File: config.mk
export PLATFORM = sky130hd
export DESIGN_NAME = adcu_adc_control_unit
export DESIGN_NICKNAME = d
export VERILOG_FILES = /design/src/adcu_adc_control_unit.v
export VERILOG_INCLUDE_DIRS = /design/src
export SDC_FILE = /design/constraint.sdc
export NUM_CORES = 1
export LEC_CHECK = 0
export BUFFER_PORTS_ARGS = -buffer_cell sky130_fd_sc_hd__buf_2
export CORE_MARGIN = 2
export CORE_UTILIZATION = 54
export CTS_BUF_LIST = sky130_fd_sc_hd__clkbuf_4
export CTS_CLUSTER_DIAMETER = 60
export DETAILED_ROUTE_END_ITERATION = 16
export GPL_TIMING_DRIVEN = 1
export PLACE_DENSITY = 0.89
export SLEW_MARGIN = 10
export SYNTH_ARGS = -nofsm -noshare
export SYNTH_HDL_FRONTEND = slang
export SYNTH_SLANG_ARGS = --single-unit
File: constraint.sdc
create_clock -name sys_clk -period 4.65 [get_ports sys_clk]
set_input_delay 0.2325 -clock sys_clk [delete_from_list [all_inputs] [get_ports sys_clk]]
set_output_delay 0.2325 -clock sys_clk [all_outputs]
set_load 0.1 [all_outputs]
File: src/adcu_defs.vh
// constants shared by the converter control unit
`ifndef ADCU_DEFS_VH
`define ADCU_DEFS_VH

// register indices; byte address is four times the index
`define ADCU_IDX_CTRL 8'h1d
`define ADCU_IDX_RESULT 8'h1e
`define ADCU_IDX_CFG 8'h20
`define ADCU_IDX_IRQ_STAT 8'h21
`define ADCU_IDX_IRQ_MASK 8'h22
`define ADCU_ADDR_W 8

// control register fields
`define ADCU_CH_HI 2
`define ADCU_CH_LO 0
`define ADCU_CK_HI 4
`define ADCU_CK_LO 3
`define ADCU_START_BIT 5
`define ADCU_POWER_BIT 6
`define ADCU_DONE_BIT 7

// config register: reference source, bit 6 as in the endpoint register
`define ADCU_REF_BIT 6
`define ADCU_REF_RESET 1'b1

// interrupt bit: conversion finished
`define ADCU_IRQ_DONE 0

// channel codes for the two reference pins
`define ADCU_CH_VLOW 3'h6
`define ADCU_CH_VHIGH 3'h7
`define ADCU_REF_LOW_PIN 6
`define ADCU_REF_HIGH_PIN 7

// reset values
`define ADCU_CTRL_RESET 7'h00
`define ADCU_BYTE_ZERO 8'h00

// conversion clock half periods in 100 MHz system cycles for 6, 3, 1.5
// and 0.75 MHz, rounded down so the rate is never below nominal
`define ADCU_HALF_0 8'h08
`define ADCU_HALF_1 8'h10
`define ADCU_HALF_2 8'h21
`define ADCU_HALF_3 8'h42
`define ADCU_DIV_W 8

`endif

File: src/adcu_adc_control_unit.v
// control logic of the six-channel 8-bit converter with its bus slave
//
// What this block does
// - channel field picks inputs 0-5, low reference (110) or high (111)
// - clock field selects 6, 3, 1.5 or 0.75 MHz conversion clock
// - start bit rising resets converter and result; falling starts it
// - power bit one runs the converter, zero turns it off
// - bit seven reads zero once conversion has ended, result ready
// - separate 8-bit result register holds the conversion outcome
// - inputs share port B bits 0-5, references share bits 6 and 7
// - low and high references bound the full-scale input range
// - pins not used for conversion stay ordinary I/O lines
// - a one-time option enables or disables the whole converter
// - reference bit six chooses supply rails (1, default) or pins (0)
`timescale 1ns/10ps
`include "adcu_defs.vh"

module adcu_adc_control_unit (
    // clock and reset
    input wire sys_clk,
    input wire nrst,
    // avalon-mm slave
    input wire [`ADCU_ADDR_W-1:0] avs_address,
    input wire avs_read,
    input wire avs_write,
    input wire [31:0] avs_writedata,
    output reg [31:0] avs_readdata,
    output wire avs_waitrequest,
    // interrupt
    output wire irq,
    // one-time converter option, sampled after reset
    input wire option_adc_enable,
    // analog converter core
    output reg [2:0] channel_select,
    output reg conv_clock,
    output reg converter_power_on,
    output reg reference_source_select,
    output reg core_reset,
    output reg core_start,
    input wire core_done,
    input wire [7:0] core_data,
    // port b pin sharing
    input wire [7:0] gpio_out,
    input wire [7:0] gpio_oe,
    input wire [7:0] pin_in,
    output wire [7:0] pin_out,
    output wire [7:0] pin_oe,
    output wire [7:0] gpio_in,
    output reg [7:0] analog_pin_en
);

////////////////////////////////////////////////////////////////////////////
// reset release and option strap

reg rst_meta;
reg rst_sync;
wire rst_n = rst_sync;

// asynchronous assert, synchronous release through two flops
always @(posedge sys_clk or negedge nrst) begin
    if (!nrst) begin
        rst_meta <= 1'b0;
        rst_sync <= 1'b0;
    end else begin
        rst_meta <= 1'b1;
        rst_sync <= rst_meta;
    end
end

reg strap_taken;
reg adc_option;

// sample the option once, at the first edge after release
always @(posedge sys_clk or negedge rst_n) begin
    if (!rst_n) begin
        strap_taken <= 1'b0;
        adc_option <= 1'b0;
    end else if (!strap_taken) begin
        strap_taken <= 1'b1;
        adc_option <= option_adc_enable;
    end
end

////////////////////////////////////////////////////////////////////////////
// bus slave: one wait cycle, then the access completes

reg ack;
wire req = avs_read | avs_write;
wire take = req & ack;
wire [`ADCU_ADDR_W-1:0] idx = {2'b00, avs_address[`ADCU_ADDR_W-1:2]};

assign avs_waitrequest = req & ~ack;

reg [6:0] ctrl;
reg done_n;
reg [7:0] result;
reg [7:0] irq_stat;
reg [7:0] irq_mask;

// ack rises one cycle after a request and drops after it is taken
always @(posedge sys_clk or negedge rst_n) begin
    if (!rst_n) begin
        ack <= 1'b0;
    end else begin
        ack <= req & ~ack;
    end
end

// read data is registered in the wait cycle, unmapped reads give zero
always @(posedge sys_clk or negedge rst_n) begin
    if (!rst_n) begin
        avs_readdata <= 32'h0000_0000;
    end else if (avs_read && !ack) begin
        case (idx)
            `ADCU_IDX_CTRL:
                avs_readdata <= {24'h00_0000, done_n, ctrl};
            `ADCU_IDX_RESULT:
                avs_readdata <= {24'h00_0000, result};
            `ADCU_IDX_CFG:
                avs_readdata <= {24'h00_0000, 1'b0,
                    reference_source_select, 6'h00};
            `ADCU_IDX_IRQ_STAT:
                avs_readdata <= {24'h00_0000, irq_stat};
            `ADCU_IDX_IRQ_MASK:
                avs_readdata <= {24'h00_0000, irq_mask};
            default:
                avs_readdata <= 32'h0000_0000;
        endcase
    end
end

wire wr_ctrl = take & avs_write & (idx == `ADCU_IDX_CTRL);
wire wr_cfg = take & avs_write & (idx == `ADCU_IDX_CFG);
wire wr_mask = take & avs_write & (idx == `ADCU_IDX_IRQ_MASK);
wire rd_stat = take & avs_read & (idx == `ADCU_IDX_IRQ_STAT);

// control bits 6..0 are written by software; bit 7 is status only
always @(posedge sys_clk or negedge rst_n) begin
    if (!rst_n) begin
        ctrl <= `ADCU_CTRL_RESET;
    end else if (wr_ctrl) begin
        ctrl <= avs_writedata[6:0];
    end
end

// reference source and interrupt mask
always @(posedge sys_clk or negedge rst_n) begin
    if (!rst_n) begin
        reference_source_select <= `ADCU_REF_RESET;
        irq_mask <= `ADCU_BYTE_ZERO;
    end else begin
        if (wr_cfg) begin
            reference_source_select <= avs_writedata[`ADCU_REF_BIT];
        end
        if (wr_mask) begin
            irq_mask <= avs_writedata[7:0];
        end
    end
end

////////////////////////////////////////////////////////////////////////////
// conversion sequencing

localparam ST_IDLE = 3'b001;
localparam ST_HOLD = 3'b010;
localparam ST_BUSY = 3'b100;

reg [2:0] state;
reg [2:0] next_state;
reg start_prev;
// taken from the register, not the registered pin, so a write that sets
// power and start together is not missed by the start edge detector
wire enabled = adc_option & ctrl[`ADCU_POWER_BIT];
wire start_bit = ctrl[`ADCU_START_BIT];
wire start_rise = start_bit & ~start_prev;
wire start_fall = ~start_bit & start_prev;
wire finish = (state == ST_BUSY) & core_done & enabled;

// next state: rise holds the core in reset, fall launches conversion
always @* begin
    next_state = state;
    case (state)
        ST_IDLE: if (start_rise && enabled) next_state = ST_HOLD;
        ST_HOLD: begin
            if (!enabled) next_state = ST_IDLE;
            else if (start_fall) next_state = ST_BUSY;
        end
        ST_BUSY: begin
            if (!enabled || core_done) next_state = ST_IDLE;
            else if (start_rise) next_state = ST_HOLD;
        end
        default: next_state = ST_IDLE;
    endcase
end

// state, core strobes, done flag and result
always @(posedge sys_clk or negedge rst_n) begin
    if (!rst_n) begin
        state <= ST_IDLE;
        start_prev <= 1'b0;
        core_reset <= 1'b1;
        core_start <= 1'b0;
        done_n <= 1'b1;
        result <= `ADCU_BYTE_ZERO;
    end else begin
        state <= next_state;
        start_prev <= start_bit;
        // core held in reset while the start bit is high or power is off
        core_reset <= ~enabled | start_bit;
        core_start <= (state == ST_HOLD) & start_fall & enabled;
        if (start_rise && enabled) begin
            result <= `ADCU_BYTE_ZERO;
            done_n <= 1'b1;
        end else if (finish) begin
            result <= core_data;
            done_n <= 1'b0;
        end else if (state == ST_HOLD && start_fall) begin
            done_n <= 1'b1;
        end
    end
end

// outputs toward the core follow the control register
always @(posedge sys_clk or negedge rst_n) begin
    if (!rst_n) begin
        channel_select <= 3'h0;
        converter_power_on <= 1'b0;
    end else begin
        channel_select <= ctrl[`ADCU_CH_HI:`ADCU_CH_LO];
        converter_power_on <= ctrl[`ADCU_POWER_BIT] & adc_option;
    end
end

////////////////////////////////////////////////////////////////////////////
// conversion clock divider

reg [`ADCU_DIV_W-1:0] div_cnt;
reg [`ADCU_DIV_W-1:0] half_len;

// half period chosen by the clock field
always @* begin
    case (ctrl[`ADCU_CK_HI:`ADCU_CK_LO])
        2'b00: half_len = `ADCU_HALF_0;
        2'b01: half_len = `ADCU_HALF_1;
        2'b10: half_len = `ADCU_HALF_2;
        default: half_len = `ADCU_HALF_3;
    endcase
end

// the clock stands low while the converter is off to save power
always @(posedge sys_clk or negedge rst_n) begin
    if (!rst_n) begin
        div_cnt <= 8'h00;
        conv_clock <= 1'b0;
    end else if (!enabled) begin
        div_cnt <= 8'h00;
        conv_clock <= 1'b0;
    end else if (div_cnt >= half_len - 8'h01) begin
        div_cnt <= 8'h00;
        conv_clock <= ~conv_clock;
    end else begin
        div_cnt <= div_cnt + 8'h01;
    end
end

////////////////////////////////////////////////////////////////////////////
// pin sharing with port b

// only the selected input and, with external references, both
// reference pins are taken from the port; the rest stay digital
always @(posedge sys_clk or negedge rst_n) begin
    if (!rst_n) begin
        analog_pin_en <= `ADCU_BYTE_ZERO;
    end else begin
        analog_pin_en <= `ADCU_BYTE_ZERO;
        if (enabled) begin
            analog_pin_en[ctrl[`ADCU_CH_HI:`ADCU_CH_LO]] <= 1'b1;
            if (!reference_source_select) begin
                analog_pin_en[`ADCU_REF_LOW_PIN] <= 1'b1;
                analog_pin_en[`ADCU_REF_HIGH_PIN] <= 1'b1;
            end
        end
    end
end

// digital drivers are released on analog pins only
assign pin_out = gpio_out;
assign pin_oe = gpio_oe & ~analog_pin_en;
assign gpio_in = pin_in & ~analog_pin_en;

////////////////////////////////////////////////////////////////////////////
// interrupt status: sticky, cleared by reading, set wins over the clear

always @(posedge sys_clk or negedge rst_n) begin
    if (!rst_n) begin
        irq_stat <= `ADCU_BYTE_ZERO;
    end else begin
        // clear only what the read returned: an event landing in the
        // wait cycle after the data was latched must not be lost
        if (rd_stat) begin
            irq_stat <= irq_stat & ~avs_readdata[7:0];
        end
        if (finish) begin
            irq_stat[`ADCU_IRQ_DONE] <= 1'b1;
        end
    end
end

assign irq = |(irq_stat & irq_mask);

endmodule // adcu_adc_control_unit

# --- Word-level counts from Yosys, hierarchy flattened ---
# Cells that the tools add are included.
# W data, S select, Z words.
totals:
  ff_bits: 97
  in_bits: 78
  out_inout_bits: 74
op_classes:
  addsub: 2
  magnitude_cmp: 3
  eq_ne: 14
  muxes: 23
  n_bitwise: 28
  reduce_logical: 13
op_table:
  columns: ["op", "n"]
  rows:
  - ["$mux W8", 5]
  - ["$pmux W8 S5", 1]
  - ["$and A8 B8 Y8", 4]
  - ["$pmux W7 S3", 1]
  - ["$eq A6 B6 Y1 const B", 3]
  - ["$not A8 Y8", 2]
  - ["$and A1 B1 Y1", 15]
  - ["$mux W3", 5]
  - ["$eq A6 B5 Y1 const B", 2]
  - ["$pmux W3 S3", 1]
  - ["$add A8 B1 Y8 const B", 1]
  - ["$ge A8 B8 Y1", 1]
  - ["$mux W1", 8]
  - ["$reduce_or A8 Y1", 1]
  - ["$sub A8 B1 Y8 const B", 1]
  - ["$not A1 Y1", 5]
  - ["$logic_and A1 B1 Y1", 4]
  - ["$lt A3 B4 Y1 const B", 1]
  - ["$reduce_bool A2 Y1", 2]
  - ["$demux W1 S3", 1]
  - ["$eq A3 B1 Y1 const B", 1]
  - ["$eq A3 B2 Y1 const B", 1]
  - ["$eq A3 B3 Y1 const B", 1]
  - ["$ge A3 B1 Y1 const B", 1]
  - ["other kinds (13)", 15]

# --- Depth between registers and ports, before layout ---
# Gate-level depths: netlist of the first run.
depth:
  word_depth: 6
  depth_mapped: 8

# --- Least setup slack after synthesis of the first run ---
# No wires, ideal clock.
synth_path:
  kind: "register -> output"
  startpoint: "reg analog_pin_en[0]"
  endpoint: "out gpio_in[0]"
  t_arrival_ns: 2.222
  path_slack_ns: 2.195
  stages_incl_launch_ff: 2
  path_buffers: 0
  cell_sequence: "dfrtp_1 -> nor2b_1"
synth_between:
  elab_chain_len: 2
synth_lines:
  columns: ["element", "line_no", "rtl"]
  rows:
  - ["start: declaration", "adcu_adc_control_unit.v:49", "output reg [7:0] analog_pin_en"]
  - ["start signal: assignment", "adcu_adc_control_unit.v:273", "analog_pin_en <= `ADCU_BYTE_ZERO;"]
  - ["start signal: assignment", "adcu_adc_control_unit.v:275", "analog_pin_en <= `ADCU_BYTE_ZERO;"]
  - ["$not A8 Y8", "adcu_adc_control_unit.v:289", "assign gpio_in = pin_in & ~analog_pin_en;"]
  - ["$and A8 B8 Y8", "adcu_adc_control_unit.v:289", null]
  - ["end: declaration", "adcu_adc_control_unit.v:48", "output wire [7:0] gpio_in,"]
# No other way between the ends.

# --- Worst setup path after layout of the first run ---
layout_path:
  startpoint: "reg ctrl[3]"
  endpoint: "reg div_cnt[3]"
layout_between:
  elab_chain_len: 6
  elab_cells_between_ends: 8
  classes_between: "1 x add/sub; 1 x order compare; 2 x eq/ne; 3 x mux; 1 x reduce/logical"
layout_lines:
  columns: ["element", "line_no", "rtl"]
  rows:
  - ["start: declaration", "adcu_adc_control_unit.v:94", "reg [6:0] ctrl;"]
  - ["start signal: assignment", "adcu_adc_control_unit.v:140", "ctrl <= `ADCU_CTRL_RESET;"]
  - ["start signal: assignment", "adcu_adc_control_unit.v:142", "ctrl <= avs_writedata[6:0];"]
  - ["$eq A2 B2 Y1, or another cell as far along", "adcu_adc_control_unit.v:242", "case (ctrl[`ADCU_CK_HI:`ADCU_CK_LO])"]
  - ["$pmux W7 S3 *", "adcu_adc_control_unit.v:242", null]
  - ["$sub A8 B1 Y8 *", "adcu_adc_control_unit.v:258", "end else if (div_cnt >= half_len - 8'h01) begin"]
  - ["$ge A8 B8 Y1 *", "adcu_adc_control_unit.v:258", null]
  - ["$mux W8 *", "adcu_adc_control_unit.v:258", null]
  - ["$mux W8 *", "adcu_adc_control_unit.v:255", "end else if (!enabled) begin"]
  - ["end signal: assignment", "adcu_adc_control_unit.v:262", "div_cnt <= div_cnt + 8'h01;"]
  - ["end: declaration", "adcu_adc_control_unit.v:237", "reg [`ADCU_DIV_W-1:0] div_cnt;"]
# Mark *: on every way between the ends. The rest lies on a longest branch, timed or not.
# A chain may end at the register's enable or synchronous reset.

==> metrics.txt, run 1 <==
grt ovf 0; Least-Margin Pin Slew ~860 ps; Antenna Cells 0; met3 usage under 10%; post-synth cell types slightly above 50; RSZ-0062 raised after global routing false; CTS clock-pin slew for the worst setup and hold paths approximately 110 ps; CP Launch Point ctrl[3]; Cell Pwr Density roughly 330 nW/um^2; Mapped Area 3630 um^2; drt wl/cell 16.5 um; clock group share of total power between 20% and 30%; most frequent cell after synthesis dfrtp_1; Root Driver clkbuf_4; Yosys reg bits 73; GRT met1 Usage roughly 29%; Post-DP HPWL 6120 um; CP endpoint kind flop; drt total wl around 8200 um; Die Width 86.0 um; Post-route DRC 0; vias in the first global route 2776; Hold Worst Slack ~22 ps; reg-to-reg startpoint ctrl[3]; CTS tree yes; commonest cells in the netlist 69 x dfrtp_1, 32 x buf_4, 22 x nor2b_1; Critical Path Fanout Max 8; CTS sink cnt 73; top cells by area, synth dfrtp_1 48%, buf_4 6.6%, mux2_2 5.3%; vias around 2900; H-tree depth 3; share of layout cells above drive strength 1 a little under a third; Initial Utilization between 50% and 60%; HP Class in -> reg; commonest register cell after synthesis dfrtp_1; die area around 7400 um^2; Final #Nets between 500 and 600; endpoints failing hold 0; CTS resizes 0; met2 Resource Use GR about 39%; post-synth top area cell dfrtp_1; Layout area overhead 14.0%; clk_lat worst skew 430 ps; R2R depth 8; R2R Setup Slk ~2400 ps; largest net degree at the start of global routing just over 70; Cells after Synth between 300 and 400; Die Ht between 80 and 90 um; worst path arrival time about 2600 ps; average size of a mapped cell ~11 um^2; TritonCTS buffer count 9; fillers between 500 and 600; Lkg Pwr 2.08 nW; Power Internal a little under 0.9 mW; Fmax about 440 MHz; crit path kind reg -> reg; max_cap viols 0; setup TNS 0 ps; Total Routing Usage GR around a quarter; antenna viol nets, final 0; Setup violations, final 0; reg2reg end div_cnt[3]; Worst Skew about 11 ps; status finished, final reports clean; switching power approximately 0.5 mW; Most Used Layer, Global Route met2; Post-synth EDFFs 0; global-route wire length before repair between 10000 and 15000 um; Rows 29; Async SR Flop Fraction 100%; sequential share of power between 40% and 50%; slew margin rel. a little over two fifths; Core Region between 6000 and 7000 um^2; post-layout minimum cycle time ~2300 ps; initial antenna violation count 0; CP Capture Point div_cnt[3]; maximum vdd drop approximately 170 uV; I/O pin count between 150 and 200; crit path launch type flop; Routability Congestion 0.962; switching share of power a little over a third; period utilization between 40 and 50%; Worst Path Required ~5000 ps; Comb power frac between 20% and 30%; Slew Limit Fails 0; 1st-iter DRT viols roughly 220; Syn. warnings 0; Synth top area share a little under half; TritonRoute pass-1 iters 4; Clock Path Buffers 2; fraction of the yosys area taken by sequential cells roughly half; I/O Buffers between 80 and 90; Avg Vias per Cell around 5.7
[stage by stage]
stage               power, mW  area, um^2  setup WS, ps  cells  utilization [%]
finish                   1.38        4150          2400    499             64.5
global route             1.43        4150          2230    499             64.5
CTS                      1.39        4150          2410    499             64.5
detailed placement      0.999        3970          2210    479             61.8
global placement        0.994        3970          2360    479             61.8
floorplan               0.999        3720          2200    358                -
[power by group through the flow]
stage	combinational [mW]	clock [mW]	sequential [mW]
finish	0.308	0.391	0.681
global placement	0.303	0	0.691
CTS	0.310	0.397	0.681
global route	0.323	0.421	0.686
detailed placement	0.306	0	0.693
floorplan	0.258	0	0.741
[layout make-up]
type / instances / area [um^2] / area share [%]
multi-input cells: 237 / 1580 / 38.2
well taps: 77 / 96.3 / 2.32
clock buffers: 10 / 75.1 / 1.81
clock inverters: 6 / 58.8 / 1.42
inverters: 5 / 18.8 / 0.453
repair buffers: 91 / 480 / 11.6
flip-flops and latches: 73 / 1830 / 44.2
[worst max-delay path, cell delays in order (launching register included)]
cell and delay (ps):
dfrtp_1 460, nand2b_1 200, ha_1 200, nand2_1 70, ha_1 230, and3_1 180
a221oi_1 310, o211ai_1 340, nor2_1 190
[logic make-up (layout without fill, tap and decap cells)]
group	after synthesis	in the layout	share of synthesized area, %
xor gates and xnor gates	6	6	1.45
muxes	19	19	5.82
adders and majority gates	9	9	3.10
other	2	26	0.207
DFF	73	73	50.4
and+or+nand+nor	116	116	18.6
AOI/OAI and AO/OA	61	61	11.9
buffers and inverters	48	112	8.54
[state kept, by name, indices dropped and copies added (netlist names), 3 cells and up]
register        flops
analog_pin_en       8
avs_readdata        8
channel_select      3
ctrl                7
div_cnt             8
irq_mask            8
irq_stat            8
result              8
state               3
[how the worst min path moves through the flow]
stage	end	start	cells past startpoint
2_1_floorplan	rst_meta	nrst	0
5_1_grt	result[7]	core_data[7]	2
3_5_place_dp	rst_meta	nrst	1
4_1_cts	result[1]	core_data[1]	2
6_report	result[1]	core_data[1]	2
3_3_place_gp	rst_meta	nrst	1
[cell usage in the layout, fill, tap and decap left out, types with 7 or more instances in the layout]
| master | instances |
|---|---|
| clkbuf_4 | 10 |
| conb_1 | 26 |
| ha_1 | 9 |
| nor2b_1 | 22 |
| nand2_1 | 19 |
| and3_1 | 10 |
| a21boi_0 | 7 |
| mux2_2 | 17 |
| a22o_1 | 8 |
| nor2_1 | 16 |
| nand3_1 | 7 |
| nand3b_1 | 12 |
| buf_2 | 85 |
| dfrtp_1 | 68 |
| a21oi_1 | 7 |
| nand2b_1 | 11 |
| o21ai_0 | 11 |
[per-layer routing]
layer	vias to the layer above	wire length (um)
li1	1303	-
met1	1398	3230
met2	141	4150
met3	19	723
met4	0	146
met5	-	0
[what timing repair did]
item	4_1_cts	5_1_grt
buffers inserted	0	0
endpoints found under the hold margin	5	0
hold buffers	4	0
setup endpoints to repair	0	0
No activity file was read; power rests on OpenSTA's default activity.
==> run 2: changes to the inputs <==
--- a/config.mk
+++ b/config.mk
@@ -8,12 +8,12 @@
 export LEC_CHECK = 0
 export BUFFER_PORTS_ARGS = -buffer_cell sky130_fd_sc_hd__buf_2
 export CORE_MARGIN = 2
-export CORE_UTILIZATION = 54
+export CORE_UTILIZATION = 50
 export CTS_BUF_LIST = sky130_fd_sc_hd__clkbuf_4
 export CTS_CLUSTER_DIAMETER = 60
 export DETAILED_ROUTE_END_ITERATION = 16
 export GPL_TIMING_DRIVEN = 1
-export PLACE_DENSITY = 0.89
+export PLACE_DENSITY = 0.83
 export SLEW_MARGIN = 10
 export SYNTH_ARGS = -nofsm -noshare
 export SYNTH_HDL_FRONTEND = slang
==> constraint.sdc (replaced) <==
create_clock -name sys_clk -period 2.1 [get_ports sys_clk]
set_input_delay 0.105 -clock sys_clk [delete_from_list [all_inputs] [get_ports sys_clk]]
set_output_delay 0.105 -clock sys_clk [all_outputs]
set_load 0.1 [all_outputs]
==> run 2 against run 1 <==
Effect of this change:
- wire length rose by 10%
- hold slack better by 70 ps
- clock skew is 3.0 ps higher
- highest routed layer unchanged
- largest power group unchanged
- clock power increased by 110%
- count of clock-buffer cells in the layout down 1
- cell area up 8.9%
- flip-flop and latch count is the same
- critical path depth up 1
- critical endpoint is now div_cnt[2]
- via count is 3.7% higher
- utilization decreased by 1.3 points
- combinational power grew 140%
==> metrics.txt, run 2 (synthesized netlist as in run 1, its figures left out) <==
status finished, final reports clean; maximum vdd drop between 400 and 500 uV; grt ovf 0; CP endpoint kind flop; Antenna Cells 0; Fmax slightly below 500 MHz; Slew Limit Fails 0; Routability Congestion 0.945; Critical Path Fanout Max 8; crit path kind reg -> reg; Layout Cells excl Fill 550; Post-route DRC 0; CTS tree yes; die area 7970 um^2; R2R depth 9; Cell Pwr Density between 600 and 700 nW/um^2; most common cell after layout, fill and taps aside buf_2; placed cells 511; Initial Utilization roughly half; vias in the first global route roughly 2800; largest net degree at the start of global routing 56; Avg Vias per Cell between 5 and 6; CP Capture Point div_cnt[2]; Core Region slightly above 7000 um^2; slew margin rel. between 50% and 60%; crit-path max cell delay ~430 ps; vias roughly 3000; HP Class in -> reg; Worst Path Required 2450 ps; worst path arrival time about 2400 ps; 1st-iter DRT viols between 100 and 150; period utilization 97.4%; commonest cells after routing, fill and taps aside 85 x buf_2, 67 x dfrtp_1, 26 x conb_1, 22 x nor2b_1, 21 x dlygate4sd3_1; R2R Setup Slk between 50 and 60 ps; endpoints failing hold 0; Die Ht between 80 and 90 um; Setup violations, final 0; clk_lat worst skew between 400 and 500 ps; post-layout minimum cycle time 2040 ps; Post-DP HPWL 6680 um; I/O Buffers 85; initial antenna violation count 0; CTS clock-pin slew for the worst setup and hold paths 120 ps; Worst Skew between 10 and 15 ps; Rows 31; Least-Margin Pin Slew 687 ps; Post-DP Area 4090 um^2; drt total wl just over 9000 um; reg2reg end div_cnt[2]; worst hold stages 4; pre-CTS setup slack -116 ps; CP cell instances nand2b_4, ha_4, inv_1, ha_2, a211o_1, a221oi_4, o211ai_1, buf_4, nor2_1; Total Routing Usage GR 22.7%; max_cap viols 0; TritonCTS buffer count 9; global-route wire length before repair ~13000 um; H-tree depth 3; share of layout cells above drive strength 1 roughly a third; Layout area overhead 24.2%; slowest cell on the critical path dfrtp_1; Lkg Pwr around 2.2 nW; setup ws final 55.4 ps; Final #Nets approximately 530; I/O pin count 152; CTS sink cnt 73; TritonRoute pass-1 iters 5; post-route total power 3.09 mW; Final Cell Area between 4000 and 5000 um^2; Die Width 89.3 um; antenna viol nets, final 0; drt wl/cell ~17 um; reg-to-reg startpoint ctrl[3]; CP Launch Point ctrl[3]; Clock Path Buffers 2; crit path launch type flop; Root Driver clkbuf_4
-- run 2: cell types whose count changed in the layout (fill, tap and decap cells not counted), moves of 3 or more --
cell	before	now
dlygate4sd3_1	4	21
buf_4	2	13
ha_1	9	6
inv_6	0	3
-- run 2: routing by layer --
| metal | track usage, % | wire length (um) |
|---|---|---|
| met5 | 0 | 0 |
| met2 | 40.4 | 4630 |
| met3 | 4.89 | 639 |
| met4 | 7.33 | 213 |
| met1 | 27.5 | 3620 |
-- run 2: cell type report --
cell class | instances | area (um^2)
Clock inverter | 7 | 60.1
Clock buffer | 9 | 67.6
Multi-Input combinational cell | 237 | 1660
Inverter | 5 | 18.8
Sequential cell | 73 | 1830
Tap cell | 99 | 124
Fill cell | 578 | 2620
Timing Repair Buffer | 120 | 753
-- run 2: critical path: cells and delay by family, from the launching register on --
kind,cells,cell delay [ps]
DFF,1,430
adders and majority gates,2,310
and+or+nand+nor,2,280
AOI/OAI and AO/OA,3,730
buffers and inverters,2,240
-- run 2: how the worst min path moves through the flow --
stage / slack [ps] / from / endpoint
2_1_floorplan: -190 / nrst / rst_meta
3_3_place_gp: -110 / nrst / rst_meta
3_5_place_dp: -110 / nrst / rst_meta
4_1_cts: 70 / core_done / state[0]
5_1_grt: 100 / core_done / state[0]
6_report: 90 / core_done / state[0]
-- run 2: what timing repair did --
action                     4_1_cts  5_1_grt
resized for setup                1       13
hold buffers                    21        0
setup endpoints to repair        9        9
buffers inserted                 1        1
pin swaps                        1        4
hold endpoints to repair        28        0
-- run 2: power by group --
part | switching, mW | internal, mW
Clock | 0.559 | 0.262
Combinational | 0.579 | 0.169
Sequential | 0.0613 | 1.46
Total | 1.20 | 1.89
-- run 2: stage by stage --
step	util, %	setup TNS, ps	hold slack, ps
5_1_grt	63.3	-110	97.3
3_5_place_dp	57.3	-861	-108
3_3_place_gp	57.3	0	-108
2_1_floorplan	-	-3640	-191
6_report	63.3	0	91.6
4_1_cts	62.2	0	65.9
==> run 3: changes to the inputs <==
--- a/config.mk
+++ b/config.mk
@@ -9,7 +9,7 @@
 export BUFFER_PORTS_ARGS = -buffer_cell sky130_fd_sc_hd__buf_2
 export CORE_MARGIN = 2
 export CORE_UTILIZATION = 50
-export CTS_BUF_LIST = sky130_fd_sc_hd__clkbuf_4
+export CTS_BUF_LIST = sky130_fd_sc_hd__clkbuf_8
 export CTS_CLUSTER_DIAMETER = 60
 export DETAILED_ROUTE_END_ITERATION = 16
 export GPL_TIMING_DRIVEN = 1
==> run 3 against run 2 <==
Effect of this change:
- hold slack got worse by 82 ps
- sequential power about the same
- via count down 0.37%
- critical endpoint unchanged
- largest cell class unchanged
- highest routed layer unchanged
==> metrics.txt, run 3 (synthesized netlist as in run 1, its figures left out) <==
clock group share of total power a little under a third; TritonCTS buffer count 9; initial antenna violation count 0; I/O Buffers 85; period utilization 97.0%; die area about 8000 um^2; Crit path buffers/inverters 2; Initial Utilization between 50% and 60%; crit-path max cell delay 410 ps; delay-heaviest family, CP compound AO/OA/AOI/OAI gates; CP cell instances nand2b_4, ha_2, inv_1, ha_1, a211o_1, a221oi_4, o211ai_1, buf_4, nor2_1; Clock Path Buffers 2; grt ovf 0; Avg Vias per Cell between 5 and 6; Total Routing Usage GR between 20 and 25%; CP Launch Point ctrl[3]; TritonRoute pass-1 iters 4; crit path kind reg -> reg; CTS clock-pin slew for the worst setup and hold paths about 80 ps; Core Region about 7000 um^2; Lkg Pwr ~2.2 nW; Worst Skew 12.6 ps; Critical Path Fanout Max 8; Hold Worst Slack a little over 9 ps; hold wc startpoint avs_writedata[3]; Layout area overhead 23.4%; slowest cell on the critical path dfrtp_1; crit path launch type flop; worst path arrival time 2320 ps; Die Ht just under 90 um; maximum vdd drop 398 uV; CTS tree yes; reg-to-reg startpoint ctrl[3]; CTS sink cnt 73; antenna viol nets, final 0; most common cell after layout, fill and taps aside buf_2; Least-Margin Pin Slew a little under 700 ps; status finished, final reports clean; Rows 31; Power Internal roughly 2.1 mW; Worst Path Required about 2400 ps; HP Class in -> reg; commonest cells after routing, fill and taps aside 85 x buf_2, 67 x dfrtp_1, 26 x conb_1, 22 x nor2b_1, 18 x nand2_1; post-route total power around 3.3 mW; max_cap viols 0; Fmax between 400 and 500 MHz; Post-DP HPWL between 6000 and 7000 um; sequential share of power 46.2%; Cell Pwr Density 731 nW/um^2; endpoints failing hold 0; Die Width about 89 um; CP endpoint kind flop; switching share of power ~37%; Root Driver clkbuf_8; Final #Nets about 530; largest net degree at the start of global routing between 50 and 60; I/O pin count roughly 150; Comb power frac 22.3%; slew margin rel. between 50% and 60%; H-tree depth 3; global-route wire length before repair between 10000 and 15000 um; drt total wl roughly 9000 um; vias between 2000 and 3000; Setup violations, final 0; share of layout cells above drive strength 1 roughly a third; Routability Congestion ~0.95; Antenna Cells 0; vias in the first global route approximately 2800; Post-route DRC 0; post-layout minimum cycle time between 2000 and 2500 ps; switching power 1.22 mW; clk_lat worst skew 360 ps; drt wl/cell approximately 17 um; Slew Limit Fails 0; 1st-iter DRT viols 126
## run 3: changes by cell type in the layout (fill, tap and decap cells not counted), sizes merged
| cell | delta |
|---|---|
| buf | -1 |
| dlygate4sd3 | -6 |
## run 3: power by group through the flow
stage                     Clock (mW)  Combinational [mW]  Sequential [mW]
final                           1.03               0.733             1.52
after global routing            1.11               0.768             1.52
after CTS                       1.06               0.717             1.51
after detailed placement           0               0.691             1.54
after global placement             0               0.680             1.54
after floorplan                    0               0.571             1.64
## run 3: timing repair
action                     CTS  global route
setup buffers                1             0
resized for setup            1             9
hold endpoints to repair    17             0
pin swaps                    1             2
setup endpoints to repair    9             9
hold buffers                15             0
## run 3: cell type report
class	instances	area, um^2
clock inverter	7	60.1
multi-input combinational	237	1640
tap	99	124
fill	587	2650
inverter	5	18.8
sequential	73	1830
timing repair buffer	113	686
clock buffer	9	124
## run 3: metal layers
layer  track usage (%)  vias up  part of all wire (%)
li1                  -     1354                     -
met4              7.87        0                   2.0
met3              4.99       16                   6.4
met1              27.0     1442                    41
met5                 0        -                     0
met2              39.9      145                    51
## run 3: worst paths after layout
path | to | slack, ps | depth (start not counted)
min in group asynchronous | rst_meta | 60 | 2
worst min-delay path | irq_mask[3] | 9 | 2
max in group asynchronous | done_n | 1260 | 1
worst max register to register | div_cnt[2] | 60 | 9
worst min register to register | div_cnt[6] | 190 | 0
worst max-delay path | div_cnt[2] | 60 | 9
## run 3: stage by stage
step | TNS, ps | area [um^2] | setup WS (ps) | instances | utilization [%]
after floorplan | -3640 | 3730 | -227 | 358 | -
after global placement | 0 | 4090 | 54.9 | 511 | 57.3
after detailed placement | -861 | 4090 | -116 | 511 | 57.3
after CTS | 0 | 4430 | 43.5 | 543 | 62.1
after global routing | -153 | 4490 | -38.5 | 543 | 62.9
final | 0 | 4490 | 62.4 | 543 | 62.9
